==> src/rtl/timer_clk_defines.svh <==
// Purpose: Offsets, field positions, reset values and timing counts.
// Assumes: Register index times four is the Avalon byte address.
// Notes: Definitions only.
`ifndef TIMER_CLK_DEFINES_SVH
`define TIMER_CLK_DEFINES_SVH
// ==========================================================
// Register indexes
`define IDX_PROC_CLK 8'h30
`define IDX_TIMER_CLK 8'h31
`define IDX_CLK_OUT 8'h32
`define IDX_RELOAD_LO 8'h40
`define IDX_RELOAD_HI 8'h41
`define IDX_STATUS 8'hff
// ==========================================================
// Reset values
`define TIMER_CLK_RST 8'h8f
`define CLK_OUT_RST 2'h0
`define RELOAD_RST 12'h000
`define STATUS_RST 8'h10
`define BOOT_ADDR 16'h0000
// ==========================================================
// Field positions
`define PROC_SEL_BIT 0
`define STAT_GIE_BIT 7
`define STAT_WDR_BIT 5
`define STAT_POR_BIT 4
`define STAT_SLEEP_BIT 3
`define STAT_STOP_BIT 0
// ==========================================================
// Timing
`define REF_CLK_HZ 40000000
`define POR_HOLD_MS 20
`define POR_HOLD_CYCLES ((`POR_HOLD_MS * `REF_CLK_HZ) / 1000)
`define OSC_RECOVER_SLOW 3
`define PROC_DIV 4'h8
`define TICK_US 1024
`define CAP_ASSUMED_MHZ 4
`define TICK_CAP_COUNT (`TICK_US * `CAP_ASSUMED_MHZ)
`endif

==> src/rtl/timer_clk_pkg.sv <==
// Purpose: Types shared by the timer clock and reset control.
// Assumes: Constants live in timer_clk_defines.svh.
// Notes: None.
package timer_clk_pkg;
  typedef enum logic [1:0] {
    SRC_OSC24 = 2'b00,
    SRC_EXT = 2'b01,
    SRC_SLOW = 2'b10,
    SRC_ALT = 2'b11
  } clk_src_e;
  typedef enum logic [1:0] {
    PWR_BOOT = 2'b00,
    PWR_RUN = 2'b01,
    PWR_SLEEP = 2'b10,
    PWR_RECOVER = 2'b11
  } pwr_state_e;
  typedef struct packed {
    logic [1:0] capDiv;
    clk_src_e capSel;
    logic [1:0] intDiv;
    clk_src_e intSel;
  } timer_cfg_s;
  typedef struct packed {
    logic osc24;
    logic ext;
    logic slow;
  } clk_pins_s;
endpackage

==> src/rtl/timer_clock_and_reset_control.sv <==
// Purpose: Timer clock selection, interval counter, clock output and reset/sleep status.
// Assumes: Oscillator and external clock arrive as pins; their edges become ref_clk ticks.
// Notes: sys_rst is the power-up reset; watchdogResetEvent is a same-clock pulse.
//
// Implementation choice: the Avalon-MM register port.
`timescale 1ns/1ps
`include "timer_clk_defines.svh"
`default_nettype none

// ==========================================================
// Tick divider
module tick_divider (
  input wire logic clk,
  input wire logic rst,
  input wire logic srcTick,
  input wire logic [3:0] divisor,
  output logic tick
);
  logic [3:0] count_ff;
  logic tick_ff;
  logic atEnd;

  assign atEnd = (count_ff >= (divisor - 4'h1));

  // A shrinking divisor cannot strand the count, since >= catches it.
  always_ff @(posedge clk) begin
    if (rst) begin
      count_ff <= 4'h0;
    end else if (srcTick) begin
      count_ff <= atEnd ? 4'h0 : count_ff + 4'h1;
    end
  end

  // One tick per divisor source edges.
  always_ff @(posedge clk) begin
    tick_ff <= !rst && srcTick && atEnd;
  end

  assign tick = tick_ff;
endmodule

// ==========================================================
// Top
module timer_clock_and_reset_control #(
  parameter int unsigned PorHoldCycles = `POR_HOLD_CYCLES
) (
  input wire logic ref_clk,
  input wire logic sys_rst,
  input wire logic [9:0] avs_address,
  input wire logic avs_read,
  input wire logic avs_write,
  input wire logic [3:0] avs_byteenable,
  input wire logic [31:0] avs_writedata,
  output logic [31:0] avs_readdata,
  output logic avs_waitrequest,
  input wire timer_clk_pkg::clk_pins_s clkPins,
  input wire logic watchdogResetEvent,
  input wire logic globalIrqEnable,
  input wire logic irqPending,
  output logic captureTimerClkTick,
  output logic intervalTimerClkTick,
  output logic intervalTick1024,
  output logic intervalIrq,
  output logic clockOutputPin,
  output logic processorClkTick,
  output logic processorHold,
  output logic internalOscRun,
  output logic [15:0] bootAddr
);

  timer_clk_pkg::clk_pins_s pinMeta_ff, pinSync_ff, pinLast_ff;
  timer_clk_pkg::timer_cfg_s timerCfg_ff;
  timer_clk_pkg::pwr_state_e state_ff;
  logic waitReq_ff, procSel_ff, wdFlag_ff, porFlag_ff, sleep_ff, stop_ff;
  logic oscRun_ff, hold_ff, irq_ff, tick1024_ff, clock_output_pin_ff, procLvl_ff;
  logic [1:0] clkOutCfg_ff, recCnt_ff;
  logic [7:0] reloadStage_ff, rdMux;
  logic [11:0] reload_ff, intCnt_ff, tickCnt_ff;
  logic [19:0] porCnt_ff;
  logic [31:0] readdata_ff;
  logic [15:0] bootAddr_ff;
  logic rise24, riseExt, rise32, wdReset, regRst, wrEn;
  logic capSrcTick, intSrcTick, procSrcTick, capTick, intTick, procTick, procHalfTick;
  logic [3:0] capDivisor, intDivisor;
  logic [7:0] regIdx, wdata;

  // ==========================================================
  // Pin synchronisers and edge detect
  // Edges are taken from the second stage only; 24 MHz seen at 40 MHz aliases.
  always_ff @(posedge ref_clk) begin
    if (sys_rst) begin
      pinMeta_ff <= '0;
      pinSync_ff <= '0;
      pinLast_ff <= '0;
    end else begin
      pinMeta_ff <= clkPins;
      pinSync_ff <= pinMeta_ff;
      pinLast_ff <= pinSync_ff;
    end
  end

  assign rise24 = pinSync_ff.osc24 && !pinLast_ff.osc24 && oscRun_ff;
  assign riseExt = pinSync_ff.ext && !pinLast_ff.ext;
  assign rise32 = pinSync_ff.slow && !pinLast_ff.slow;

  // Watchdog resets are ignored while the power flag stands.
  assign wdReset = watchdogResetEvent && !porFlag_ff;
  assign regRst = sys_rst || wdReset;

  // ==========================================================
  // Avalon slave: waitrequest high one cycle, then one cycle low
  assign regIdx = avs_address[9:2];
  assign wdata = avs_writedata[7:0];
  assign wrEn = avs_write && !waitReq_ff && avs_byteenable[0] && (avs_address[1:0] == 2'b00);

  always_ff @(posedge ref_clk) begin
    if (sys_rst) begin
      waitReq_ff <= 1'b1;
    end else begin
      waitReq_ff <= !((avs_read || avs_write) && waitReq_ff);
    end
  end

  // Read mux; unmapped indexes read as zero.
  always_comb begin
    rdMux = 8'h00;
    case (regIdx)
      `IDX_PROC_CLK: rdMux = {7'h00, procSel_ff};
      `IDX_TIMER_CLK: rdMux = timerCfg_ff;
      `IDX_CLK_OUT: rdMux = {6'h00, clkOutCfg_ff};
      `IDX_RELOAD_LO: rdMux = reload_ff[7:0];
      `IDX_RELOAD_HI: rdMux = {4'h0, reload_ff[11:8]};
      `IDX_STATUS: rdMux = {globalIrqEnable, 1'b0, wdFlag_ff, porFlag_ff, sleep_ff, 2'b00, stop_ff};
      default: rdMux = 8'h00;
    endcase
    if (avs_address[1:0] != 2'b00) begin
      rdMux = 8'h00;
    end
  end

  always_ff @(posedge ref_clk) begin
    if (sys_rst) begin
      readdata_ff <= 32'h00000000;
    end else if (avs_read && waitReq_ff) begin
      readdata_ff <= {24'h000000, rdMux};
    end
  end

  // ==========================================================
  // Configuration registers
  always_ff @(posedge ref_clk) begin
    if (regRst) begin
      timerCfg_ff <= `TIMER_CLK_RST;
      clkOutCfg_ff <= `CLK_OUT_RST;
      procSel_ff <= 1'b0;
    end else begin
      if (wrEn && regIdx == `IDX_TIMER_CLK) begin
        timerCfg_ff <= wdata;
      end
      if (wrEn && regIdx == `IDX_CLK_OUT) begin
        clkOutCfg_ff <= wdata[1:0];
      end
      // Sleep entry overrides any write to the select bit.
      if (state_ff == timer_clk_pkg::PWR_RUN && sleep_ff) begin
        procSel_ff <= 1'b0;
      end else if (wrEn && regIdx == `IDX_PROC_CLK) begin
        procSel_ff <= wdata[`PROC_SEL_BIT];
      end
    end
  end

  // Low byte only stages; the high byte write commits both halves at once.
  always_ff @(posedge ref_clk) begin
    if (regRst) begin
      reloadStage_ff <= 8'(`RELOAD_RST);
      reload_ff <= `RELOAD_RST;
    end else if (wrEn && regIdx == `IDX_RELOAD_LO) begin
      reloadStage_ff <= wdata;
    end else if (wrEn && regIdx == `IDX_RELOAD_HI) begin
      reload_ff <= {wdata[3:0], reloadStage_ff};
    end
  end

  // ==========================================================
  // Status flags; hardware set wins over software clear
  always_ff @(posedge ref_clk) begin
    if (sys_rst) begin
      porFlag_ff <= 1'(`STATUS_RST >> `STAT_POR_BIT);
      wdFlag_ff <= 1'b0;
    end else begin
      if (wdReset) begin
        wdFlag_ff <= 1'b1;
      end else if (wrEn && regIdx == `IDX_STATUS && !wdata[`STAT_WDR_BIT]) begin
        wdFlag_ff <= 1'b0;
      end
      if (wrEn && regIdx == `IDX_STATUS && !wdata[`STAT_POR_BIT]) begin
        porFlag_ff <= 1'b0;
      end
    end
  end

  // Sleep clears itself when the wake sequence ends; stop holds until reset.
  always_ff @(posedge ref_clk) begin
    if (regRst) begin
      sleep_ff <= 1'b0;
      stop_ff <= 1'b0;
    end else begin
      if (wrEn && regIdx == `IDX_STATUS) begin
        sleep_ff <= wdata[`STAT_SLEEP_BIT];
      end else if (state_ff == timer_clk_pkg::PWR_RECOVER && rise32 &&
                   recCnt_ff == 2'(`OSC_RECOVER_SLOW - 1)) begin
        sleep_ff <= 1'b0;
      end
      if (wrEn && regIdx == `IDX_STATUS && wdata[`STAT_STOP_BIT]) begin
        stop_ff <= 1'b1;
      end
    end
  end

  // ==========================================================
  // Power sequencing
  always_ff @(posedge ref_clk) begin
    if (sys_rst) begin
      state_ff <= timer_clk_pkg::PWR_BOOT;
      porCnt_ff <= 20'h00000;
      recCnt_ff <= 2'h0;
      oscRun_ff <= 1'b1;
    end else if (wdReset) begin
      state_ff <= timer_clk_pkg::PWR_RUN;
      recCnt_ff <= 2'h0;
      oscRun_ff <= 1'b1;
    end else begin
      case (state_ff)
        timer_clk_pkg::PWR_BOOT: begin
          porCnt_ff <= porCnt_ff + 20'h00001;
          if (porCnt_ff == 20'(PorHoldCycles - 1)) begin
            state_ff <= timer_clk_pkg::PWR_RUN;
          end
        end
        timer_clk_pkg::PWR_RUN: begin
          if (sleep_ff) begin
            state_ff <= timer_clk_pkg::PWR_SLEEP;
            oscRun_ff <= 1'b0;
          end
        end
        timer_clk_pkg::PWR_SLEEP: begin
          if (irqPending) begin
            state_ff <= timer_clk_pkg::PWR_RECOVER;
            oscRun_ff <= 1'b1;
            recCnt_ff <= 2'h0;
          end
        end
        timer_clk_pkg::PWR_RECOVER: begin
          if (rise32) begin
            if (recCnt_ff == 2'(`OSC_RECOVER_SLOW - 1)) begin
              state_ff <= timer_clk_pkg::PWR_RUN;
            end else begin
              recCnt_ff <= recCnt_ff + 2'h1;
            end
          end
        end
        default: state_ff <= timer_clk_pkg::PWR_BOOT;
      endcase
    end
  end

  // Held cores restart at the boot address once released.
  always_ff @(posedge ref_clk) begin
    hold_ff <= sys_rst || wdReset || stop_ff || (state_ff != timer_clk_pkg::PWR_RUN);
    bootAddr_ff <= `BOOT_ADDR;
  end

  // ==========================================================
  // Clock sources and dividers
  always_comb begin
    case (timerCfg_ff.capSel)
      timer_clk_pkg::SRC_OSC24: capSrcTick = rise24;
      timer_clk_pkg::SRC_EXT: capSrcTick = riseExt;
      timer_clk_pkg::SRC_SLOW: capSrcTick = rise32;
      default: capSrcTick = 1'b0;
    endcase
    case (timerCfg_ff.intSel)
      timer_clk_pkg::SRC_OSC24: intSrcTick = rise24;
      timer_clk_pkg::SRC_EXT: intSrcTick = riseExt;
      timer_clk_pkg::SRC_SLOW: intSrcTick = rise32;
      default: intSrcTick = capTick;
    endcase
  end

  assign capDivisor = {1'b0, timerCfg_ff.capDiv, 1'b0} + 4'h2;
  assign intDivisor = {2'b00, timerCfg_ff.intDiv} + 4'h1;
  assign procSrcTick = procSel_ff ? riseExt : rise24;

  tick_divider capDivider (.clk(ref_clk), .rst(regRst), .srcTick(capSrcTick), .divisor(capDivisor), .tick(capTick));
  tick_divider intDivider (.clk(ref_clk), .rst(regRst), .srcTick(intSrcTick), .divisor(intDivisor), .tick(intTick));
  tick_divider procDivider (.clk(ref_clk), .rst(regRst), .srcTick(procSrcTick), .divisor(`PROC_DIV), .tick(procTick));
  // Half-period ticks so the pin copy of the processor clock runs at its full rate.
  tick_divider procHalfDivider (.clk(ref_clk), .rst(regRst), .srcTick(procSrcTick), .divisor(4'(`PROC_DIV >> 1)),
    .tick(procHalfTick));

  // ==========================================================
  // Interval counter, 1024 us tick and clock output
  always_ff @(posedge ref_clk) begin
    if (regRst) begin
      intCnt_ff <= `RELOAD_RST;
      irq_ff <= 1'b0;
    end else begin
      irq_ff <= intTick && (intCnt_ff == 12'h000);
      if (intTick) begin
        intCnt_ff <= (intCnt_ff == 12'h000) ? reload_ff : intCnt_ff - 12'h001;
      end
    end
  end

  // Runs off the capture clock, so its period scales with that clock.
  always_ff @(posedge ref_clk) begin
    if (regRst) begin
      tickCnt_ff <= 12'h000;
      tick1024_ff <= 1'b0;
    end else begin
      tick1024_ff <= capTick && (tickCnt_ff == 12'(`TICK_CAP_COUNT - 1));
      if (capTick) begin
        tickCnt_ff <= tickCnt_ff + 12'h001;
      end
    end
  end

  always_ff @(posedge ref_clk) begin
    if (regRst) begin
      procLvl_ff <= 1'b0;
      clock_output_pin_ff <= 1'b0;
    end else begin
      // Toggling on half periods gives one rising edge per processor clock.
      procLvl_ff <= procLvl_ff ^ procHalfTick;
      case (clkOutCfg_ff)
        2'b00: clock_output_pin_ff <= pinSync_ff.osc24 && oscRun_ff;
        2'b01: clock_output_pin_ff <= pinSync_ff.ext;
        2'b10: clock_output_pin_ff <= pinSync_ff.slow;
        default: clock_output_pin_ff <= procLvl_ff;
      endcase
    end
  end

  assign avs_readdata = readdata_ff;
  assign avs_waitrequest = waitReq_ff;
  assign captureTimerClkTick = capTick;
  assign intervalTimerClkTick = intTick;
  assign intervalTick1024 = tick1024_ff;
  assign intervalIrq = irq_ff;
  assign clockOutputPin = clock_output_pin_ff;
  assign processorClkTick = procTick;
  assign processorHold = hold_ff;
  assign internalOscRun = oscRun_ff;
  assign bootAddr = bootAddr_ff;

  // ==========================================================
  // Checks
  logic [3:0] capSeen_ff;
  logic capKnown_ff;
  always_ff @(posedge ref_clk) begin
    if (regRst || (wrEn && regIdx == `IDX_TIMER_CLK)) begin
      capSeen_ff <= 4'h0;
      capKnown_ff <= 1'b0;
    end else if (capTick) begin
      capSeen_ff <= {3'h0, capSrcTick};
      capKnown_ff <= 1'b1;
    end else if (capSrcTick) begin
      capSeen_ff <= capSeen_ff + 4'h1;
    end
  end
endmodule
`default_nettype wire

==> config.mk <==
export PLATFORM = sky130hd
export DESIGN_NAME = timer_clock_and_reset_control
export DESIGN_NICKNAME = d
export VERILOG_FILES = /design/src/rtl/timer_clk_pkg.sv /design/src/rtl/timer_clock_and_reset_control.sv
export VERILOG_INCLUDE_DIRS = /design/src /design/src/rtl
export SDC_FILE = /design/constraint.sdc
export NUM_CORES = 1
export LEC_CHECK = 0
export ABC_AREA = 1
export BUFFER_PORTS_ARGS = -buffer_cell sky130_fd_sc_hd__buf_4
export CORE_MARGIN = 2
export CORE_UTILIZATION = 30
export DETAILED_ROUTE_END_ITERATION = 7
export PLACE_DENSITY = 0.47
export SYNTH_ARGS = -nofsm -noshare
export SYNTH_HDL_FRONTEND = slang
export SYNTH_SLANG_ARGS = --single-unit
export TNS_END_PERCENT = 1
==> constraint.sdc <==
create_clock -name ref_clk -period 2.16 [get_ports ref_clk]
set_clock_uncertainty 0.2 [all_clocks]
set_input_delay 0.324 -clock ref_clk [delete_from_list [all_inputs] [get_ports ref_clk]]
set_output_delay 0.324 -clock ref_clk [all_outputs]
set_load 0.05 [all_outputs]
==> qor.csv, run 1 <==
metric,value,unit
num_vias,5412,
antenna_cells,0,
synthTopCellsByArea,"dfxtp_1, nand2_1, nor2_1",
ir_worst_vdd,564,µV
grt_pass1_vias,4913,
gr-usage-met3,0.0345,
drt_iter0_markers,234,
worstPathMaxFanout,16,
worst_path_largest_cell_delay,0.53,ns
nets,1021,
tightest_slew,0.597,ns
ctsLongestPathBuffers,2,
start_util,0.304,
cts_buffers,17,
p_leak,0.00340,µW
path_cells,"dlygate4sd3_1, buf_4, inv_1, nor2_2, nand3_4, nor2_4, o21ai_0, a21oi_1",
multi_input_area,0.00312,mm²
fillers,2268,
drtPass1Iterations,7,
hold_class,input port to flop,
ff2ff_setup_slack,0.28,ns
ioPinCount,113,
setup_viol,0,
avgSynthCellArea,7.24,µm²
end_kind,flop,
ys_seq_elements,127,
dieArea,0.0224,mm²
hold_violations,0,
clk_latency,0.42,ns
ys_warn_count,0,
die_h,150,µm
async_flop_share,0,
core_area,0.0209,mm²
yosys_most_used_dff,dfxtp_1,
mappedNetlistArea,0.00635,mm²
crit_required,2.31,ns
fmax,0.515,GHz
routed_wl,15100,µm
path_class,input port to flop,
grt_pass1_wl,24700,µm
drc,0,
grt_max_degree,30,
status,"finished, final reports clean",
htree_levels,4,
dp_hpwl,11100,µm
grt_usage,0.143,
power.density,746,mW/mm²
groute.layer.met1.usage,0.189,
place.gp.congestion,0.807,
holdWs,0.0498,ns
grt_busiest_layer,met2,
period_needed,1.94,ns
worstPathArrival,2.09,ns
die_w,150,µm
drtAntennaViolNets,0,
place_area,0.00684,mm²
synth_top_area_frac,0.400,
power,5630,µW
cts_root_buffer,clkbuf_16,
seqCellArea,0.00254,mm²
slew_violations,0,
wire_per_inst,12.3,µm
drv_cap,0,
clkSlewWorstSetupHoldPaths,0.06,ns
grt-ovfl-total,0,
setup_tns,0,ns
synthDistinctLibCells,40,
cts_tree,done,
worstSetupStartpointType,input port,
fin_util,0.362,
rsz0062_at_grt,false,
io_buffers,45,
fp-row-count,53,
period_share,0.899,
clock-sinks,127,
area_delta_synth_final,18.9,%
relSlewSlack,0.602,
synth_cells,878,
grt_antenna_before_repair,0,
stdcell_area,0.00755,mm²
synth.yosys.seq_area_share,0.400,
critPathSlowestCell,dlygate4sd3_1,
drive_gt1_frac,0.145,
yosysTopAreaCell,dfxtp_1,
synth_edf_count,0,
grt_use_met2,0.229,
vias_per_cell,4.38,
-- synthesized netlist by cell type, drive strengths merged, types with 3 or more instances --
| cell | instances |
|---|---|
| ha | 18 |
| a21oi | 70 |
| buf | 52 |
| nand4 | 13 |
| xnor2 | 4 |
| nand3 | 66 |
| inv | 115 |
| xor2 | 3 |
| nor3 | 23 |
| nand2 | 165 |
| dfxtp | 127 |
| or2 | 6 |
| nor2 | 130 |
| a211oi | 7 |
| o21ai | 57 |
| o211ai | 10 |
| clkbuf | 6 |
-- per-layer routing --
layer / share of wire / routed length, µm
met5: 0 / 0
met4: 0.013 / 192
met3: 0.037 / 558
met2: 0.46 / 6990
met1: 0.49 / 7400
-- flip-flops by register name (all words and copies together), names as in the netlist, 3 cells and up --
signal and count:
avs_readdata 8, timerCfg_ff 8, reload_ff 12, tickCnt_ff 12, capDivider.count_ff 4, intCnt_ff 12, porCnt_ff 20, pinMeta_ff 3
procDivider.count_ff 4, pinSync_ff 3, reloadStage_ff 8, pinLast_ff 3, intDivider.count_ff 4, procHalfDivider.count_ff 4
-- cells in the final DEF, fill, tap and decap left out, types with 2 or more instances in the layout --
cell	Yosys	layout
dlygate4sd3_1	0	16
o211ai_1	10	10
clkinv_4	0	5
buf_4	42	53
inv_2	14	14
nand3_1	64	64
nor2_2	11	11
clkbuf_16	0	17
o21ai_0	36	36
nand4_1	13	13
a21oi_2	3	3
nand2_2	9	9
a211oi_1	7	7
or2_0	3	3
conb_1	1	40
ha_1	18	18
nor3_1	23	23
or2_2	3	3
o21ai_1	20	20
a21oi_1	67	67
clkinvlp_4	0	2
nand2_1	155	155
nor2_1	108	108
clkbuf_1	6	2
dfxtp_1	127	127
nor2_4	6	6
nor2_8	5	5
xnor2_1	4	4
inv_1	100	100
xor2_1	3	3
clkinv_2	0	4
-- logic make-up after synthesis --
logic type / Yosys count / share of synthesized area
DFF: 127 / 0.400
buffers and inverters: 173 / 0.131
other: 1 / 0.000590
and+or+nand+nor: 405 / 0.297
AOI/OAI and AO/OA: 147 / 0.126
xor gates and xnor gates: 7 / 0.00965
adders and majority gates: 18 / 0.0354
-- timing repair --
action                    4_1_cts  5_1_grt
hold buffers                   16        0
gates resized for setup         0        0
buffers inserted                0        0
hold endpoints to repair       25        0
-- worst paths after layout --
check | from | to | cells after the start
min reg2reg | pinMeta_ff[1]$_SDFF_PP0_ | pinSync_ff[1]$_SDFF_PP0_ | 2
max reg2reg | intCnt_ff[0]$_SDFFE_PP0P_ | intCnt_ff[10]$_SDFFE_PP0P_ | 11
min | watchdogResetEvent | wdFlag_ff$_SDFFE_PP0P_ | 3
max | avs_write | reload_ff[9]$_SDFFE_PP0P_ | 8
-- where the power goes --
part | switching (µW) | internal [µW] | leakage, µW | total (µW)
Clock | 1110 | 1580 | 0.000267 | 2690
Sequential | 31.5 | 2380 | 0.00103 | 2420
Combinational | 387 | 141 | 0.00210 | 528
-- worst max-delay path, delay by kind of cell --
kind | cells | cell delay [ns]
buffers and inverters | 3 | 0.68
AOI/OAI and AO/OA | 2 | 0.25
and+or+nand+nor | 3 | 0.82
-- layout make-up --
class,instances,share of cell area
clock buffers,19,0.0573
clock inverters,13,0.0156
inverters,115,0.0575
multi-input cells,617,0.414
flip-flops and latches,127,0.337
well taps,275,0.0456
repair buffers,69,0.0739
-- per-stage QoR --
step / setup slack [ns] / instances
2_1_floorplan: 0.316 / 917
3_3_place_gp: 0.257 / 1187
3_5_place_dp: 0.267 / 1187
4_1_cts: 0.214 / 1235
5_1_grt: 0.0265 / 1235
6_report: 0.218 / 1235
(Power assumes the default switching activity.)
==> inputs of run 2 (changes only) <==
--- a/config.mk
+++ b/config.mk
@@ -8,10 +8,12 @@
 export LEC_CHECK = 0
 export ABC_AREA = 1
 export BUFFER_PORTS_ARGS = -buffer_cell sky130_fd_sc_hd__buf_4
+export CELL_PAD_IN_SITES_DETAIL_PLACEMENT = 1
+export CELL_PAD_IN_SITES_GLOBAL_PLACEMENT = 1
 export CORE_MARGIN = 2
-export CORE_UTILIZATION = 30
+export CORE_UTILIZATION = 35
 export DETAILED_ROUTE_END_ITERATION = 7
-export PLACE_DENSITY = 0.47
+export PLACE_DENSITY = 0.7
 export SYNTH_ARGS = -nofsm -noshare
 export SYNTH_HDL_FRONTEND = slang
 export SYNTH_SLANG_ARGS = --single-unit
==> run 2 against run 1 <==
Net effect: maximum frequency grew 1.9%; critical path depth grew 1; register-to-register slack worse by 0.03 ns; critical endpoint is now porCnt_ff[19]$_SDFFE_PP0N_; largest cell class unchanged.
==> qor.csv, run 2 (same netlist as run 1, synthesis figures left out) <==
metric,value,unit,change
status,"finished, final reports clean",,
start_util,0.355,,+0.0508
place_ws,0.221,ns,-0.0461 ns
fp-row-count,49,,-7.5%
crit_required,2.25,ns,-0.06 ns
path_common_cell,nor2_1,,
r2r_start,state_ff[0]$_SDFFE_PP0P_,,
drt_iter0_markers,230,,-1.7%
core_area,0.0179,mm²,-14%
wire_per_inst,13.8,µm,+13%
post-cts-setup-buffers,0,,unchanged
fmax,0.525,GHz,+1.9%
tightest_slew,0.622,ns,+0.0248 ns
clk_latency,0.41,ns,about the same
critPathSlowestCell,dfxtp_1,,
drc,0,,unchanged
clock-sinks,127,,unchanged
end_kind,flop,,
place.gp.congestion,0.784,,-2.8%
holdWs,0.0268,ns,-0.0230 ns
power,5810,µW,+3.0%
grt_max_degree,29,,-3.3%
routed_wl,16400,µm,+8.4%
hold_class,input port to flop,,
period_needed,1.91,ns,-0.0358 ns
slew_violations,0,,unchanged
drtAntennaViolNets,0,,unchanged
cp-startpoint,state_ff[0]$_SDFFE_PP0P_,,
ioPinCount,113,,unchanged
drive_gt1_frac,0.144,,-0.000591
cts_root_buffer,clkbuf_16,,
setup_viol,0,,unchanged
grt_antenna_before_repair,0,,unchanged
dp_hpwl,12100,µm,+8.8%
grt-ovfl-total,0,,unchanged
worstSetupStartpointType,flop,,
nets,1019,,-0.20%
grt_usage,0.175,,+0.0323
num_vias,5581,,+3.1%
layout_common_cells,"nand2_1, dfxtp_1, nor2_1",,
worst_hold_startpoint,sys_rst,,
power.density,774,mW/mm²,+3.7%
die_w,139,µm,-7.2%
drtPass1Iterations,4,,-3
grt_pass1_vias,5621,,+14%
cts_buffers,17,,unchanged
die_h,139,µm,-7.2%
path_cells,"inv_1, ha_1, nand2_2, nor2_4, nand4_1, nor2_1, nand3_1, nand2_1, nor2_1",,
ir_worst_vdd,525,µV,-7.0%
ctsLongestPathBuffers,2,,unchanged
antenna_cells,0,,unchanged
grt_pass1_wl,27600,µm,+12%
setup_tns,0,ns,unchanged
drv_cap,0,,unchanged
path_class,flop to flop,,
htree_levels,4,,unchanged
top_register,porCnt_ff,,
hold_violations,0,,unchanged
fin_util,0.419,,+0.0576
io_buffers,45,,unchanged
path_delay_family,simple AND/OR/NAND/NOR gates,,
dieArea,0.0193,mm²,-14%
worstPathMaxFanout,6,,-10
worst_path_largest_cell_delay,0.35,ns,-0.18 ns
area_delta_synth_final,18.1,%,
relSlewSlack,0.586,,-0.0160
mostFrequentLayoutCell,nand2_1,,
period_share,0.882,,-0.0166
clkSlewWorstSetupHoldPaths,0.05,ns,about the same
vias_per_cell,4.71,,+7.4%
rsz0062_at_grt,false,,
p_leak,0.00341,µW,+0.31%
worstPathArrival,2.00,ns,-0.09 ns
critPathBufInv,1,,-2
timing.final.ws_setup,0.254,ns,+0.0358 ns
cts_tree,done,,
largest_reg_flops,20,,unchanged
run 2: cell types whose count changed in the layout (fill, tap and decap cells not counted), sizes merged, moves of 2 or more:
| cell | change |
|---|---|
| buf | +2 |
| bufinv | +2 |
| clkbuf | +5 |
| clkinv | -5 |
| clkinvlp | -2 |
| dlygate4sd3 | -4 |
run 2: final cells by class:
class / count / area (µm²)
clock inverter: 7 / 110
inverter: 115 / 434
multi-input combinational: 617 / 3130
sequential: 127 / 2540
timing repair buffer: 67 / 533
fill: 2278 / 10400
tap: 229 / 287
clock buffer: 24 / 472
run 2: power by group:
group / total, µW / leakage [µW] / switching [µW] / internal [µW]
Clock: 2860 / 0.000288 / 999 / 1860
Combinational: 526 / 0.00209 / 390 / 136
Sequential: 2420 / 0.00103 / 34.1 / 2380
run 2: repair_timing:
item / CTS / global route
endpoints found under the hold margin: 17 / 0
hold buffers: 12 / 0
setup endpoints to repair: 0 / 1
resized for setup: 0 / 1
run 2: worst paths after layout:
path	to	slack (ns)	cells after the start
setup / recovery	porCnt_ff[19]$_SDFFE_PP0N_	0.25	9
hold / removal	state_ff[0]$_SDFFE_PP0P_	0.03	2
setup reg to reg	porCnt_ff[19]$_SDFFE_PP0N_	0.25	9
hold reg to reg	pinSync_ff[2]$_SDFF_PP0_	0.21	2
run 2: per-layer routing:
| metal | GRT usage | wire length (µm) | share of wire | up-vias |
|---|---|---|---|---|
| li1 | - | - | - | 2888 |
| met2 | 0.306 | 8030 | 0.49 | 55 |
| met3 | 0.0356 | 431 | 0.026 | 10 |
| met5 | 0 | 0 | 0 | - |
| met1 | 0.221 | 7810 | 0.48 | 2628 |
| met4 | 0.0436 | 134 | 0.0082 | 0 |
run 2: through the flow:
stage | instance area, µm² | instances
final | 7500 | 1186
after global routing | 7500 | 1186
after CTS | 7500 | 1186
after detailed placement | 6800 | 1143
after global placement | 6800 | 1143
after floorplan | 6500 | 917
run 2: worst reg2reg max path, stage by stage, from the launching register on:
cell and delay, ns:
dfxtp_1 0.35, inv_1 0.12, ha_1 0.21, nand2_2 0.13, nor2_4 0.17, nand4_1 0.17, nor2_1 0.22, nand3_1 0.10
nand2_1 0.08, nor2_1 0.04
==> inputs of run 3 (changes only) <==
--- a/config.mk
+++ b/config.mk
@@ -13,8 +13,10 @@
 export CORE_MARGIN = 2
 export CORE_UTILIZATION = 35
 export DETAILED_ROUTE_END_ITERATION = 7
-export PLACE_DENSITY = 0.7
+export PLACE_DENSITY = 0.69
+export REMOVE_ABC_BUFFERS = 1
 export SYNTH_ARGS = -nofsm -noshare
 export SYNTH_HDL_FRONTEND = slang
+export SYNTH_HIERARCHICAL = 1
 export SYNTH_SLANG_ARGS = --single-unit
 export TNS_END_PERCENT = 1
==> constraint.sdc (replaced) <==
create_clock -name ref_clk -period 2.16 [get_ports ref_clk]
set_clock_uncertainty 0.2 [all_clocks]
set_input_delay 0.324 -clock ref_clk [delete_from_list [all_inputs] [get_ports ref_clk]]
set_output_delay 0.324 -clock ref_clk [all_outputs]
set_load 0.005 [all_outputs]
==> run 3 against run 2 <==
Net effect: register-to-register slack got worse by 0.19 ns; sequential share of layout area shrank 3.6 points; setup slack got worse by 0.19 ns; clock power grew 7.3%; final area increased by 12%.
==> qor.csv, run 3 <==
metric,value,unit,change
grt_max_degree,44,,+52%
power.density,708,mW/mm²,-8.5%
hold_violations,0,,unchanged
clock-sinks,127,,unchanged
ir_worst_vdd,485,µV,-7.5%
ys_warn_count,6,,+6
crit_required,2.33,ns,+0.08 ns
synth_xor_area_frac,0.0300,,+0.0204
grt_antenna_before_repair,0,,unchanged
place_ws,0.0767,ns,-0.145 ns
setup_viol,0,,unchanged
start_util,0.358,,+0.00348
dieArea,0.0211,mm²,+9.8%
final-instance-count-excl-fill,1318,,+11%
intPower,4510,µW,+2.9%
synth_top_area_frac,0.363,,-0.0368
switchingPower,1430,µW,+0.58%
placed_cells,1269,,+11%
fin_util,0.430,,+0.0106
ctsLongestPathBuffers,2,,unchanged
mostFrequentLayoutCell,nand2_1,,
synth-simple-area-share,0.279,,-0.0175
dp_hpwl,13200,µm,+9.4%
vias_per_cell,4.66,,-1.0%
antenna_cells,0,,unchanged
worstPathArrival,2.26,ns,+0.26 ns
drv_cap,0,,unchanged
synth_compound_area_frac,0.120,,-0.00661
worstPathMaxFanout,4,,-2
synth_top_family_by_area,simple AND/OR/NAND/NOR gates,,
seqPwrFrac,0.407,,-0.010
ys_top_cells_by_count,"nand2_1, dfxtp_1, inv_1",,
combPwrFrac,0.076,,-0.015
hold_class,input port to flop,,
die_h,145,µm,+4.8%
fp-row-count,51,,+4.1%
layout_common_cells,"nand2_1, dfxtp_1, inv_1",,
swShare,0.241,,-0.00426
drt_iter0_markers,200,,-13%
yosys_most_used_dff,dfxtp_1,,
cts_root_buffer,clkbuf_16,,
grt_usage,0.173,,-0.00165
relSlewSlack,0.520,,-0.0654
clk_latency,0.43,ns,+0.02 ns
area_delta_synth_final,19.9,%,
routed_wl,17800,µm,+8.8%
largest_reg_flops,20,,unchanged
reg2reg_to,intDivider/count_ff[0]$_SDFFE_PP0P_,,
clkSlewWorstSetupHoldPaths,0.06,ns,about the same
ys_seq_elements,127,,unchanged
drive_gt1_frac,0.168,,+0.0239
grt-ovfl-total,0,,unchanged
synthDistinctLibCells,44,,+10%
ff2ff_setup_slack,0.06,ns,-0.19 ns
tightest_slew,0.719,ns,+0.0971 ns
status,"finished, final reports clean",,
cts_tree,done,,
avgSynthCellArea,7.41,µm²,+2.3%
synthTopCellsByArea,"dfxtp_1, nand2_1, inv_1",,
num_vias,6139,,+10%
async_flop_share,0,,unchanged
place.gp.congestion,0.784,,about the same
io_buffers,45,,unchanged
synthMuxAreaShare,0.00572,,+0.00572
synth_edf_count,0,,unchanged
period_share,0.970,,+0.0880
ioPinCount,113,,unchanged
path_class,flop to flop,,
r2r_start,timerCfg_ff[3]$_SDFFE_PP1P_,,
cp-startpoint,timerCfg_ff[3]$_SDFFE_PP1P_,,
synth_cells,945,,+7.6%
end_kind,flop,,
mappedNetlistArea,0.00700,mm²,+10%
grt_pass1_vias,6180,,+9.9%
wire_per_inst,13.5,µm,-2.1%
period_needed,2.10,ns,+0.190 ns
grt_pass1_wl,29900,µm,+8.3%
cts_buffers,17,,unchanged
power_frac_clock,0.517,,+0.024
core_area,0.0195,mm²,+9.1%
slew_violations,0,,unchanged
yosysTopAreaCell,dfxtp_1,,
p_leak,0.00382,µW,+12%
fmax,0.477,GHz,-9.1%
drtAntennaViolNets,0,,unchanged
yosysMostFrequentCell,nand2_1,,
endpoint,intDivider/count_ff[0]$_SDFFE_PP0P_,,
synth.yosys.seq_area_share,0.363,,-0.0368
nets,1132,,+11%
drtPass1Iterations,4,,unchanged
timing.final.ws_setup,0.0639,ns,-0.190 ns
die_w,145,µm,+4.8%
htree_levels,4,,unchanged
drc,0,,unchanged
synth-adder-area-share,0.0644,,+0.0289
top_register,porCnt_ff,,
reg2regPathDepth,11,,+2
worstSetupStartpointType,flop,,
fillers,2478,,+8.8%
run 3: cell types whose count changed in the layout (fill, tap and decap cells not counted), moves of 10 or more:
cell,delta
inv_1,+25
nor2_2,+11
o21ai_0,+18
nor2_1,-32
o21ai_1,-15
buf_4,+12
xnor2_1,+10
conb_1,+17
ha_1,+18
run 3: metrics by stage:
step | cell area (µm²) | total power (µW) | TNS (ns) | hold WS [ns]
after floorplan | 6760 | 2730 | -0.0405 | 0.188
after global placement | 7580 | 2890 | 0 | 0.193
after detailed placement | 7580 | 2900 | 0 | 0.199
after CTS | 8360 | 6000 | 0 | 0.0140
after global routing | 8390 | 6180 | -0.0180 | 0.0338
final | 8390 | 5940 | 0 | 0.0142
run 3: timing repair:
item / 4_1_cts / 5_1_grt
gates resized for setup: 0 / 3
buffers inserted: 0 / 2
hold buffers: 15 / 0
setup endpoints to repair: 0 / 10
endpoints found under the hold margin: 19 / 0
run 3: kinds of logic after synthesis:
logic type      count (synthesis)
xor+xnor                       24
mux                             4
flops                         127
other cells                     2
fa+ha+maj                      36
simple gates                  402
compound gates                152
buf+inv                       198
run 3: worst min-delay path by stage:
stage,start,endpoint,slack (ns),cells after the start
after floorplan,pinMeta_ff[0]$_SDFF_PP0_,pinSync_ff[0]$_SDFF_PP0_,0.19,2
after global routing,avs_writedata[6],reloadStage_ff[6]$_SDFFE_PP0N_,0.03,3
final,avs_writedata[6],timerCfg_ff[6]$_SDFFE_PP0P_,0.01,3
after detailed placement,pinMeta_ff[2]$_SDFF_PP0_,pinSync_ff[2]$_SDFF_PP0_,0.20,2
after global placement,pinMeta_ff[2]$_SDFF_PP0_,pinSync_ff[2]$_SDFF_PP0_,0.19,2
after CTS,avs_writedata[6],timerCfg_ff[6]$_SDFFE_PP0P_,0.01,3
run 3: final cells by class:
class                   instances  area, µm²  area share
clock buffers                  18        439      0.0523
clock inverters                14        191      0.0228
inverters                     137        518      0.0617
multi-input cells             675       3720       0.443
flip-flops and latches        127       2540       0.303
well taps                     265        332      0.0395
repair buffers                 82        653      0.0778
run 3: power by group through the flow:
stage | clock network, µW | logic, µW | registers, µW
detailed placement | 0 | 431 | 2470
finish | 3070 | 453 | 2420
CTS | 3130 | 454 | 2420
global route | 3240 | 518 | 2420
floorplan | 0 | 273 | 2460
global placement | 0 | 420 | 2470
run 3: per-layer routing:
layer	global-route usage	vias up	wire, µm
met2	0.305	56	8880
met1	0.215	2902	8390
met3	0.0313	18	350
met4	0.0559	0	224
li1	-	3163	-
met5	0	-	0
run 3: worst max-delay path, cell delays in order (launching register included):
cell	delay, ns
dfxtp_1	0.34
ha_1	0.32
inv_1	0.05
ha_1	0.28
ha_1	0.30
nand2_1	0.08
nand2_1	0.06
nand2_1	0.08
nand3_2	0.08
nand2_2	0.08
nand2_4	0.08
nor2_2	0.08
